[config.mk]
export PLATFORM = sky130hd
export DESIGN_NAME = hpi_top
export DESIGN_NICKNAME = d
export VERILOG_FILES = /design/src/hdl/hpi_pkg.sv /design/src/hdl/hpi_top.sv /design/src/hdl/hpi_pulse.sv
export SDC_FILE = /design/constraint.sdc
export NUM_CORES = 1
export LEC_CHECK = 0
export BUFFER_PORTS_ARGS = -buffer_cell sky130_fd_sc_hd__buf_2
export CAP_MARGIN = 20
export CORE_UTILIZATION = 50
export CTS_CLUSTER_SIZE = 30
export DETAILED_ROUTE_END_ITERATION = 16
export PLACE_DENSITY = 0.78
export SYNTH_ARGS = -nofsm -noshare
export SYNTH_HDL_FRONTEND = slang
export SYNTH_HIERARCHICAL = 1
export SYNTH_SLANG_ARGS = --single-unit
[constraint.sdc]
create_clock -name clock -period 7 [get_ports clock]
set_input_delay 0.7 -clock clock [delete_from_list [all_inputs] [get_ports clock]]
set_output_delay 0.7 -clock clock [all_outputs]
set_load 0.005 [all_outputs]
[src/hdl/hpi_pkg.sv]
/*
 package for the handshake parallel input register: widths, dataway
 function codes, mode encodings and handshake timing counts.
 assumes a single 100 MHz clock domain.
*/
package hpi_pkg;
   localparam int unsigned HPI_WORD_WIDTH = 24;
   localparam int unsigned HPI_CHANNELS = 2;
   localparam int unsigned HPI_CLOCK_MHZ = 100;
   // dataway function codes used by the block
   localparam logic [4:0] HPI_F_READ = 5'h00;
   localparam logic [4:0] HPI_F_TEST_LAM = 5'h08;
   localparam logic [4:0] HPI_F_CLEAR_LAM = 5'h0a;
   localparam logic [4:0] HPI_F_DISABLE_LAM = 5'h18;
   localparam logic [4:0] HPI_F_REQUEST = 5'h19;
   localparam logic [4:0] HPI_F_ENABLE_LAM = 5'h1a;
   // operating modes, set per channel by static inputs
   typedef enum logic [1:0] {
      HPI_MODE_PERIPH_MASTER = 2'h0,
      HPI_MODE_PERIPH_SLAVE = 2'h1,
      HPI_MODE_PATTERN = 2'h2,
      HPI_MODE_STATIC = 2'h3
   } hpi_mode_type;
   // handshake pulse widths
   localparam int unsigned HPI_SYNC_PULSE_NS = 100;
   localparam int unsigned HPI_SYNC_PULSE_CYC =
      (HPI_SYNC_PULSE_NS * HPI_CLOCK_MHZ + 999) / 1000;
   localparam logic [7:0] HPI_LAM_ENABLE_RESET = 8'h01;
endpackage

[src/hdl/hpi_top.sv]
/*
 hpi_top: dual 24-bit input register with two-wire handshake toward an
 external peripheral and a dataway-style command port (n, a, f, strobe).
 assumes peripheral inputs are synchronous to clock; dataway cycle end is
 given by the fall of cmd_strobe.
*/
// Summary of operation
// two independent 24-bit input registers; peripheral is master or slave.
// word is latched on a strobe from the peripheral, not internal timing.
// peripheral-master: peripheral presents word and raises master_sync.
// peripheral-master: slave_sync raised after the dataway cycle taking word.
// peripheral-slave: request code makes device raise master_sync.
// peripheral-slave: peripheral places word and strobes with slave_sync.
// repeat mode works without LAM; Q says whether transfer occurs.
// pattern mode: trigger pulse latches word and raises L.
// static mode: register follows inputs except during read; no L.
// handshake modes raise L on latch, clear L on read.
// repeat mode read answers Q=1 only for a fresh word.
`timescale 1ns/10ps
`default_nettype none
module hpi_top
   import hpi_pkg::*;
#(
   parameter int unsigned WIDTH = HPI_WORD_WIDTH
) (
   input wire logic clock,
   input wire logic sys_rst,
   // per-channel mode straps
   input wire hpi_mode_type mode_ch0,
   input wire hpi_mode_type mode_ch1,
   // peripheral side, channel 0
   input wire logic [WIDTH-1:0] periph_data_ch0,
   input wire logic master_sync_in_ch0,
   output logic master_sync_out_ch0,
   input wire logic slave_sync_in_ch0,
   output logic slave_sync_out_ch0,
   input wire logic trigger_ch0,
   // peripheral side, channel 1
   input wire logic [WIDTH-1:0] periph_data_ch1,
   input wire logic master_sync_in_ch1,
   output logic master_sync_out_ch1,
   input wire logic slave_sync_in_ch1,
   output logic slave_sync_out_ch1,
   input wire logic trigger_ch1,
   // dataway side
   input wire logic cmd_strobe,
   input wire logic cmd_station,
   input wire logic cmd_sub,
   input wire logic [4:0] cmd_func,
   output logic [WIDTH-1:0] read_data,
   output logic q_resp,
   output logic lam
);
   localparam int unsigned NCH = HPI_CHANNELS;

   logic [WIDTH-1:0] data_in [NCH];
   logic ms_in [NCH];
   logic ss_in [NCH];
   logic trig [NCH];
   hpi_mode_type mode [NCH];
   logic ms_out [NCH];
   logic ss_out [NCH];
   logic [WIDTH-1:0] word_q [NCH];
   logic lam_q [NCH];
   logic lam_en_q [NCH];
   logic take_q [NCH];
   logic strobe_q;
   logic [NCH-1:0] lam_vec;
   logic [WIDTH-1:0] rd_q;
   logic q_q;

   assign data_in[0] = periph_data_ch0;
   assign data_in[1] = periph_data_ch1;
   assign ms_in[0] = master_sync_in_ch0;
   assign ms_in[1] = master_sync_in_ch1;
   assign ss_in[0] = slave_sync_in_ch0;
   assign ss_in[1] = slave_sync_in_ch1;
   assign trig[0] = trigger_ch0;
   assign trig[1] = trigger_ch1;
   assign mode[0] = mode_ch0;
   assign mode[1] = mode_ch1;
   assign master_sync_out_ch0 = ms_out[0];
   assign master_sync_out_ch1 = ms_out[1];
   assign slave_sync_out_ch0 = ss_out[0];
   assign slave_sync_out_ch1 = ss_out[1];

   // dataway cycle end detection
   always_ff @(posedge clock or posedge sys_rst) begin
      if (sys_rst) begin
         strobe_q <= 1'b0;
      end else begin
         strobe_q <= cmd_strobe;
      end
   end

   wire cyc_start = cmd_strobe & ~strobe_q & cmd_station;
   wire cyc_end = ~cmd_strobe & strobe_q;

   genvar g;
   generate
      for (g = 0; g < NCH; g++) begin : g_ch
         logic addr_hit;
         logic rd_cmd;
         logic req_cmd;
         logic latch_evt;
         logic ms_prev_q;
         logic ss_prev_q;
         logic trig_prev_q;
         logic reading_q;
         logic ms_start;
         logic ss_start;

         assign addr_hit = cyc_start & (cmd_sub == 1'(g));
         assign rd_cmd = addr_hit & (cmd_func == HPI_F_READ);
         assign req_cmd = addr_hit & (cmd_func == HPI_F_REQUEST);

         // edge history of peripheral strobes
         always_ff @(posedge clock or posedge sys_rst) begin
            if (sys_rst) begin
               ms_prev_q <= 1'b0;
               ss_prev_q <= 1'b0;
               trig_prev_q <= 1'b0;
            end else begin
               ms_prev_q <= ms_in[g];
               ss_prev_q <= ss_in[g];
               trig_prev_q <= trig[g];
            end
         end

         // the peripheral's own strobe decides the latch moment; a pending
         // L blocks further latches, so a word is kept until a read or clear code drops L
         always_comb begin
            latch_evt = 1'b0;
            unique case (mode[g])
               HPI_MODE_PERIPH_MASTER: latch_evt = ms_in[g] & ~ms_prev_q;
               HPI_MODE_PERIPH_SLAVE: latch_evt = ss_in[g] & ~ss_prev_q;
               HPI_MODE_PATTERN: latch_evt = trig[g] & ~trig_prev_q;
               HPI_MODE_STATIC: latch_evt = 1'b0;
            endcase
            latch_evt = latch_evt & ~lam_q[g];
         end

         // read in progress flag, spans the dataway strobe
         always_ff @(posedge clock or posedge sys_rst) begin
            if (sys_rst) begin
               reading_q <= 1'b0;
            end else if (rd_cmd) begin
               reading_q <= 1'b1;
            end else if (cyc_end) begin
               reading_q <= 1'b0;
            end
         end

         // data register
         always_ff @(posedge clock or posedge sys_rst) begin
            if (sys_rst) begin
               word_q[g] <= '0;
            end else if (mode[g] == HPI_MODE_STATIC) begin
               if (!reading_q && !rd_cmd) begin
                  word_q[g] <= data_in[g];
               end
            end else if (latch_evt) begin
               word_q[g] <= data_in[g];
            end
         end

         // L flag: set wins over clear
         always_ff @(posedge clock or posedge sys_rst) begin
            if (sys_rst) begin
               lam_q[g] <= 1'b0;
            end else if (mode[g] == HPI_MODE_STATIC) begin
               lam_q[g] <= 1'b0;
            end else if (latch_evt) begin
               lam_q[g] <= 1'b1;
            end else if (rd_cmd || (addr_hit && cmd_func == HPI_F_CLEAR_LAM)) begin
               lam_q[g] <= 1'b0;
            end
         end

         // L enable mask
         always_ff @(posedge clock or posedge sys_rst) begin
            if (sys_rst) begin
               lam_en_q[g] <= HPI_LAM_ENABLE_RESET[0];
            end else if (addr_hit && cmd_func == HPI_F_ENABLE_LAM) begin
               lam_en_q[g] <= 1'b1;
            end else if (addr_hit && cmd_func == HPI_F_DISABLE_LAM) begin
               lam_en_q[g] <= 1'b0;
            end
         end

         // a successful read in master or pattern mode arms the acknowledge at cycle end
         always_ff @(posedge clock or posedge sys_rst) begin
            if (sys_rst) begin
               take_q[g] <= 1'b0;
            end else if (rd_cmd && lam_q[g]
                         && mode[g] != HPI_MODE_PERIPH_SLAVE) begin
               take_q[g] <= 1'b1;
            end else if (cyc_end) begin
               take_q[g] <= 1'b0;
            end
         end

         assign ss_start = take_q[g] & cyc_end;
         assign ms_start = req_cmd & (mode[g] == HPI_MODE_PERIPH_SLAVE);

         hpi_pulse #(
            .LENGTH(HPI_SYNC_PULSE_CYC)
         ) u_ss (
            .clock(clock),
            .sys_rst(sys_rst),
            .start(ss_start),
            .pulse(ss_out[g])
         );

         hpi_pulse #(
            .LENGTH(HPI_SYNC_PULSE_CYC)
         ) u_ms (
            .clock(clock),
            .sys_rst(sys_rst),
            .start(ms_start),
            .pulse(ms_out[g])
         );

         assign lam_vec[g] = lam_q[g] & lam_en_q[g];
      end
   endgenerate

   // dataway answers captured at command start, held until next command
   always_ff @(posedge clock or posedge sys_rst) begin
      if (sys_rst) begin
         rd_q <= '0;
         q_q <= 1'b0;
      end else if (cyc_start) begin
         rd_q <= '0;
         q_q <= 1'b0;
         unique case (cmd_func)
            HPI_F_READ: begin
               rd_q <= word_q[cmd_sub];
               // static data is always valid
               q_q <= lam_q[cmd_sub] | (mode[cmd_sub] == HPI_MODE_STATIC);
            end
            HPI_F_TEST_LAM: q_q <= lam_q[cmd_sub];
            HPI_F_REQUEST: q_q <= (mode[cmd_sub] == HPI_MODE_PERIPH_SLAVE);
            HPI_F_CLEAR_LAM, HPI_F_ENABLE_LAM, HPI_F_DISABLE_LAM: q_q <= 1'b1;
            default: q_q <= 1'b0;
         endcase
      end
   end

   assign read_data = rd_q;
   assign q_resp = q_q;
   assign lam = |lam_vec;
endmodule
`default_nettype wire

[src/hdl/hpi_pulse.sv]
/*
 hpi_pulse: stretches a one-cycle start into a pulse of fixed length.
 assumes the single system clock and an active-high asynchronous reset.
*/
`timescale 1ns/10ps
`default_nettype none
module hpi_pulse
   import hpi_pkg::*;
#(
   parameter int unsigned LENGTH = HPI_SYNC_PULSE_CYC
) (
   input wire logic clock,
   input wire logic sys_rst,
   input wire logic start,
   output logic pulse
);
   logic [7:0] count_q;

   // restart on every start; counts down to zero
   always_ff @(posedge clock or posedge sys_rst) begin
      if (sys_rst) begin
         count_q <= 8'h00;
      end else if (start) begin
         count_q <= LENGTH[7:0];
      end else if (count_q != 8'h00) begin
         count_q <= count_q - 8'h01;
      end
   end

   assign pulse = (count_q != 8'h00);
endmodule
`default_nettype wire

==> results of run 1 <==
[final cells by class]
cell class / count / area share (%)
sequential: 120 / 43.05
clock inverter: 14 / 2.671
tap: 140 / 2.509
timing repair buffer: 104 / 8.174
antenna: 2 / 0.07170
clock buffer: 18 / 6.291
inverter: 28 / 1.524
multi-input combinational: 309 / 35.71
[worst min path at each step]
stage	startpoint	slack, ns	end
after floorplan	g_ch[0].reading_q$_DFFE_PP0P_	0.44	g_ch[0].reading_q$_DFFE_PP0P_
after CTS	sys_rst	0.29	g_ch[0].u_ms/count_q[7]$_DFFE_PP0P_
after global routing	sys_rst	0.31	g_ch[1].u_ss/count_q[7]$_DFFE_PP0P_
after global placement	g_ch[0].reading_q$_DFFE_PP0P_	0.45	g_ch[0].reading_q$_DFFE_PP0P_
final	sys_rst	0.30	g_ch[0].u_ms/count_q[2]$_DFFE_PP0P_
after detailed placement	read_data[8]$_DFFE_PP0N_	0.46	read_data[8]$_DFFE_PP0N_
[report_power, final]
part	switching, mW	total (mW)	internal (mW)
Clock	0.343	0.921	0.578
Sequential	0.145	0.997	0.852
Combinational	0.246	0.505	0.260
[metal layers]
layer	wire, um	GRT usage, %	vias up	share of wire [%]
met4	87	7.048	0	0.68
met3	832	7.472	8	6.5
li1	-	-	1964	-
met2	6203	35.94	123	48
met1	5700	30.33	2122	44
met5	0	0	-	0
[state kept, by name, summed over array words and instances, names as in the netlist]
| name | count |
|---|---|
| word_q | 48 |
| g_ch.u_ss/count_q | 16 |
| g_ch.u_ms/count_q | 16 |
| q_resp | 1 |
| g_ch.ss_prev_q | 2 |
| lam_q | 2 |
| lam_en_q | 2 |
| strobe_q | 1 |
| g_ch.reading_q | 2 |
| g_ch.trig_prev_q | 2 |
| read_data | 24 |
| g_ch.ms_prev_q | 2 |
| take_q | 2 |
[logic make-up (layout without fill, tap and decap cells)]
logic type,after synthesis,after routing,synth area share (%)
AND/OR/NAND/NOR,131,131,13.11
other,0,2,0
AO/OA/AOI/OAI,89,89,11.90
multiplexers,80,80,16.42
XOR/XNOR,1,1,0.1523
adder cells (fa/ha/maj),8,8,1.740
buffers and inverters,57,164,4.437
flip-flops,120,120,52.24
[stage by stage]
| stage | instances | instance area (um^2) | utilization (%) | worst slack (ns) |
|---|---|---|---|---|
| after floorplan | 486 | 5753 | - | 4.025 |
| after global placement | 698 | 6295 | 57.07 | 3.702 |
| after detailed placement | 698 | 6295 | 57.07 | 3.620 |
| after CTS | 730 | 6920 | 62.74 | 4.051 |
| after global routing | 733 | 6975 | 63.24 | 4.076 |
| final | 735 | 6980 | 63.28 | 4.202 |
[Yosys cell counts (5+ instances only)]
cell type / n / area (um^2)
a21oi_1: 16 / 80.08
o211ai_1: 5 / 37.54
a31o_2: 7 / 61.31
buf_2: 5 / 25.02
mux2_4: 20 / 300.3
o21ai_0: 10 / 50.05
nor4_1: 11 / 68.82
clkbuf_1: 14 / 52.55
inv_1: 28 / 105.1
o31ai_1: 33 / 247.7
mux2i_1: 25 / 250.2
ha_1: 8 / 100.1
nor2_1: 22 / 82.58
mux2_2: 31 / 349.1
nand2b_1: 8 / 50.05
dfrtp_1: 118 / 2953
nor3b_1: 9 / 67.56
nor3_1: 14 / 70.07
or4_1: 8 / 60.06
nand2_1: 30 / 112.6
nor2b_1: 8 / 50.05
[worst max-delay path, cell delays in order, from the launching register on]
cell and delay, ns:
dfrtp_1 0.43, inv_1 0.10, ha_1 0.19, or3b_2 0.53
nor2_1 0.17, inv_1 0.12, buf_2 0.14
==> out/qor.csv, run 1 <==
stage,metric,value,unit
status,status,finished clean,
sta,setup_viol,0,
route,wl_per_cell,17.44,um
logic_synthesis,synth_edf_count,0,
clock_tree,clkTransAtPathRegs,0.06,ns
sta,fin_crit_sh,39.97,%
clock_tree,cts_buffer_depth,2,
layout,multi_input_area,2492,um^2
layout,ff_latch_area,3005,um^2
setup_path,crit_end,master_sync_out_ch1,
clock_tree,cts_resized,0,
setup_path,r2r_end,word_q[26]$_DFFE_PP0P_,
logic_synthesis,yosysWarnings,6,
global_routing,grt_antenna_before_repair,0,
setup_path,reg2regPathDepth,6,
layout,layout_common_cells,"dfrtp_1 (118), buf_2 (97), o31ai_1 (33)",
min_path,min_path_type,in -> async,
layout,fillers,855,
clock_tree,cts-root-buf,clkbuf_16,
floorplanning,core,11030,um^2
global_routing,grt_pass1_wl,20620,um
route,wirelength,12820,um
floorplanning,fp-row-count,38,
layout,area_growth,21.34,%
flow_run,drv_cap,0,
floorplanning,die_y,109.3,um
pwr,finalPower,2.423,mW
global_routing,grt_pass1_vias,4223,
logic_synthesis,avgSynthCellArea,11.84,um^2
setup_path,worstPathArrival,2.10,ns
clock_tree,cts_tree,built,
clock_tree,postCtsHoldBufs,0,
setup_path,path_class,reg -> out,
setup_path,required,6.30,ns
clock_tree,cts_buffers,17,
logic_synthesis,syn_area,5753,um^2
setup_path,path_max_fanout,6,
logic_synthesis,seq_area_frac_synth,52.24,%
sta,worst_pin_slew,0.9589,ns
setup_path,startpoint,g_ch[1].u_ms/count_q[0]$_DFFE_PP0P_,
pwr,power_leakage,3.275,nW
placement,gp_congestion,0.8541,
setup_path,reg2reg_slack,4.78,ns
setup_path,start_kind,register,
sta,rsz0062_at_grt,no,
route,detail-route-antenna-nets,0,
pwr,power.density,347.2,nW/um^2
sta,slew_viol_final,0,
floorplanning,die_w,109.3,um
setup_path,end_kind,primary output,
clock_tree,h-tree-depth,4,
clock_tree,postCtsSetupBuffers,0,
logic_synthesis,async_flop_share,100.0,%
layout,drive_above_1_share,36.09,%
sta,hold_viol,0,
floorplanning,die_area,11940,um^2
route,drtIter0Drc,217,
logic_synthesis,synth_seq_cells,120,
placement,hpwlAfterDp,8541,um
clock_tree,cts.sinks,120,
layout,nets,656,
route,vias,4217,
global_routing,grt_max_degree,89,
logic_synthesis,synth_nets,562,
logic_synthesis,ys_types,48,
sta,maxClockFrequency,357.4,MHz
clock_tree,insertion_delay,0.41,ns
sta,setup_tns,0,ns
sta,timing.hold.ws,0.2994,ns
floorplanning,initial_core_util,52.16,%
route,routed_via_density,5.737,
global_routing,grt.overflow.total,0,
layout,layout.cells.most_common,dfrtp_1,
sta,fin_crit,2.798,ns
sta,slew_headroom,36.07,%
setup_path,reg2reg_from,strobe_q$_DFF_PP0_,
logic_synthesis,synth_flop_cell,dfrtp_1,
sta,fin_skew,0.008029,ns
pwr,irDropWorstVdd,346.1,uV
route,dr.pass1.iters,5,
logic_synthesis,synthCells,486,
placement,numPortBuffers,97,
route,drc,0,
global_routing,track_usage,22.94,%
floorplanning,io_pins,98,
No activity file was read; power rests on OpenSTA's default activity.
==> inputs of run 2 (changes only) <==
- ABC_AREA: not set -> 1
- clock period: 7 -> 2.8 ns (I/O delays scaled with it)
==> out/qor.csv, run 2 <==
stage,metric,value,unit,change
route,drtIter0Drc,306,,was 217
sta,slew_headroom,53.74,%,was 36.07%
floorplanning,fp-row-count,39,,was 38
placement,hpwlAfterDp,9335,um,was 8541 um
layout,multi_input_area,2460,um^2,was 2492 um^2
floorplanning,io_pins,98,,unchanged
global_routing,grt_max_degree,42,,was 89
setup_path,crit_chain,"dlygate4sd3_1, buf_2, nand2_1, nand2_1, nand3_1, nand2_1, nand2_2, nand2_4, nand2_1, nand2_1",,"was inv_1, ha_1, or3b_2, nor2_1, inv_1, buf_2"
logic_synthesis,synth_top_family_by_area,simple AND/OR/NAND/NOR gates,,was multiplexers
layout,drive_above_1_share,23.33,%,was 36.09%
floorplanning,die_w,110.5,um,was 109.3 um
layout,top_register,word_q,,unchanged
placement,numPortBuffers,97,,unchanged
route,dr_wl_met3,896,um,was 832 um
setup_path,r2r_end,word_q[35]$_DFFE_PP0P_,,was word_q[26]$_DFFE_PP0P_
min_path,min_path_type,in -> reg,,was in -> async
logic_synthesis,synth_most_common_cell,nand2_1,,was dfrtp_1
setup_path,cp_top_family,simple AND/OR/NAND/NOR gates,,unchanged
logic_synthesis,synthAdderAreaFrac,1.701,%,was 1.740%
clock_tree,cts_buffer_depth,2,,unchanged
clock_tree,cts_resized,0,,unchanged
setup_path,path_max_fanout,26,,was 6
sta,fin_skew,0.01158,ns,was 0.008029 ns
layout,area_growth,20.10,%,was 21.34%
pwr,irDropWorstVdd,551.3,uV,was 346.1 uV
sta,hold_viol,0,,unchanged
route,met1Wirelength,6362,um,was 5700 um
status,status,finished clean,,unchanged
logic_synthesis,synthCells,715,,was 486
clock_tree,clkTransAtPathRegs,0.06,ns,about the same
logic_synthesis,synth_top_cell_area_share,50.19,%,was 51.33%
logic_synthesis,synth_simple_gate_area_share,35.96,%,was 13.11%
clock_tree,h-tree-depth,4,,unchanged
logic_synthesis,synth.area.mux_share,0,%,was 16.42%
clock_tree,cts_tree,built,,unchanged
logic_synthesis,synth_common_cells,"nand2_1 (238), dfrtp_1 (118), nand3_1 (106)",,"was dfrtp_1 (118), o31ai_1 (33), mux2_2 (31)"
global_routing,grt_pass1_wl,23430,um,was 20620 um
setup_path,reg2reg_slack,1.07,ns,was 4.78 ns
logic_synthesis,yosysWarnings,6,,unchanged
layout,fillers,1021,,was 855
route,routed_via_density,5.091,,was 5.737
logic_synthesis,async_flop_share,100.0,%,unchanged
min_path,min_to,g_ch[0].ss_prev_q$_DFF_PP0_,,
setup_path,required,3.09,ns,was 6.30 ns
pwr,power_leakage,3.983,nW,was 3.275 nW
setup_path,path_class,in -> reg,,was reg -> out
route,drc,0,,unchanged
global_routing,grt_antenna_before_repair,1,,was 0
global_routing,track_usage,23.98,%,was 22.94%
logic_synthesis,synth_nets,791,,was 562
sta,maxClockFrequency,531.1,MHz,
clock_tree,cts-root-buf,clkbuf_16,,unchanged
logic_synthesis,synth-compound-area-share,2.956,%,was 11.90%
route,wl_per_cell,14.18,um,was 17.44 um
setup_path,slowest_stage,dlygate4sd3_1,,was or3b_2
logic_synthesis,avgSynthCellArea,8.228,um^2,was 11.84 um^2
layout,layout_common_cells,"nand2_1 (238), dfrtp_1 (118), nand3_1 (106)",,"was dfrtp_1 (118), buf_2 (97), o31ai_1 (33)"
setup_path,start_kind,input port,,was register
logic_synthesis,syn_area,5883,um^2,was 5753 um^2
clock_tree,cts_buffers,17,,unchanged
clock_tree,cts.sinks,120,,unchanged
sta,slew_viol_final,0,,unchanged
layout,ff_latch_area,3005,um^2,unchanged
sta,fin_crit,1.883,ns,
sta,worst_pin_slew,0.6931,ns,was 0.9589 ns
setup_path,reg2regPathDepth,8,,was 6
logic_synthesis,seq_area_frac_synth,51.08,%,was 52.24%
sta,fin_crit_sh,67.25,%,
setup_path,slowest_delay,0.54,ns,was 0.53 ns
route,detail-route-antenna-nets,0,,unchanged
setup_path,reg2reg_from,strobe_q$_DFF_PP0_,,unchanged
route,dr.pass1.iters,5,,unchanged
logic_synthesis,synth_area_leaders,"dfrtp_1 (50%), nand2_1 (15%), nand3_1 (9.0%), inv_1 (4.1%), nor2_1 (3.4%)",,"was dfrtp_1 (51%), mux2_2 (6.1%), mux2_4 (5.2%), mux2i_1 (4.3%), o31ai_1 (4.3%)"
layout,layout.cells.most_common,nand2_1,,was dfrtp_1
global_routing,grt.overflow.total,0,,unchanged
sta,rsz0062_at_grt,no,,unchanged
setup_path,critPathMostFrequentCell,nand2_1,,was inv_1
sta,setup_tns,0,ns,unchanged
route,vias,4984,,was 4217
logic_synthesis,yosys.area.top_type,dfrtp_1,,unchanged
logic_synthesis,synth_flop_cell,dfrtp_1,,unchanged
route,wirelength,13880,um,was 12820 um
clock_tree,insertion_delay,0.41,ns,about the same
floorplanning,initial_core_util,51.52,%,was 52.16%
min_path,hold_depth,1,,
logic_synthesis,synth_edf_count,0,,unchanged
setup_path,worstPathArrival,2.18,ns,was 2.10 ns
floorplanning,die_area,12200,um^2,was 11940 um^2
min_path,min_from,slave_sync_in_ch0,,
global_routing,grt_pass1_vias,4911,,was 4223
setup_path,cp_num_buf_inv,2,,was 3
route,wl_met2,6500,um,was 6203 um
setup_path,end_kind,register,,was primary output
logic_synthesis,synth_seq_cells,120,,unchanged
logic_synthesis,ys_types,28,,was 48
pwr,power.density,842.7,nW/um^2,was 347.2 nW/um^2
logic_synthesis,synth_xor_area_share,1.191,%,was 0.1522%
layout,largest_reg_flops,48,,unchanged
layout,fin_util,61.88,%,was 63.28%
route,topRoutingLayerUsed,met5,,was met4
sta,setup_viol,0,,unchanged
layout,nets,899,,was 656
floorplanning,die_y,110.5,um,was 109.3 um
flow_run,drv_cap,0,,unchanged
placement,gp_congestion,0.8540,,was 0.8541
layout,diodes,0,,was 2
floorplanning,core,11420,um^2,was 11030 um^2
[run 2: cell type report]
type                       count  area share [%]
sequential                   120           42.54
timing repair buffer         107           8.146
clock inverter                13           1.700
multi-input combinational    502           34.81
inverter                      75           4.002
clock buffer                  19           6.269
tap                          143           2.532
[run 2: layer usage]
layer  GRT usage [%]  vias to the layer above
met2           38.34                      168
met4           6.400                        2
met5               0                        -
li1                -                     2454
met1           31.82                     2345
met3           7.190                       15
[run 2: kinds of logic after synthesis]
| logic type | Yosys count |
|---|---|
| simple gates | 458 |
| compound gates | 28 |
| buf+inv | 93 |
| fa+ha+maj | 8 |
| flops | 120 |
| xor+xnor | 8 |
[run 2: metrics by stage]
step                worst slack [ns]  hold WS (ns)  instances  power (mW)  cell area, um^2
floorplan                     0.2448       0.09566        715       3.555             5883
global placement               1.057        0.3306        941       3.832             6442
detailed placement             1.033        0.3301        941       3.878             6442
CTS                           0.9252      0.001110        978       5.988             7056
global route                  0.7909     0.0008084        979       6.331             7066
finish                        0.9171       0.01582        979       5.954             7066
[run 2: how the worst max path moves through the flow]
| stage | startpoint | end | slack [ns] | depth (start not counted) |
|---|---|---|---|---|
| after floorplan | sys_rst | g_ch[0].ms_prev_q$_DFF_PP0_ | 0.24 | 1 |
| after global placement | cmd_func[3] | g_ch[1].u_ms/count_q[7]$_DFFE_PP0P_ | 1.06 | 9 |
| after detailed placement | cmd_func[0] | word_q[34]$_DFFE_PP0P_ | 1.03 | 9 |
| after CTS | g_ch[0].u_ms/count_q[0]$_DFFE_PP0P_ | master_sync_out_ch0 | 0.93 | 6 |
| after global routing | master_sync_in_ch0 | word_q[35]$_DFFE_PP0P_ | 0.79 | 10 |
| final | master_sync_in_ch0 | word_q[35]$_DFFE_PP0P_ | 0.92 | 10 |
[run 2: power by group]
part | leakage (nW) | internal, mW | total [mW] | switching (mW)
sequential | 1.50 | 2.14 | 2.45 | 0.309
combinational | 2.23 | 0.561 | 1.43 | 0.871
clock | 0.258 | 1.25 | 2.07 | 0.822
[run 2: repair_timing]
item,4_1_cts,5_1_grt
buffers inserted,0,0
endpoints found under the hold margin,36,1
hold buffers,5,1
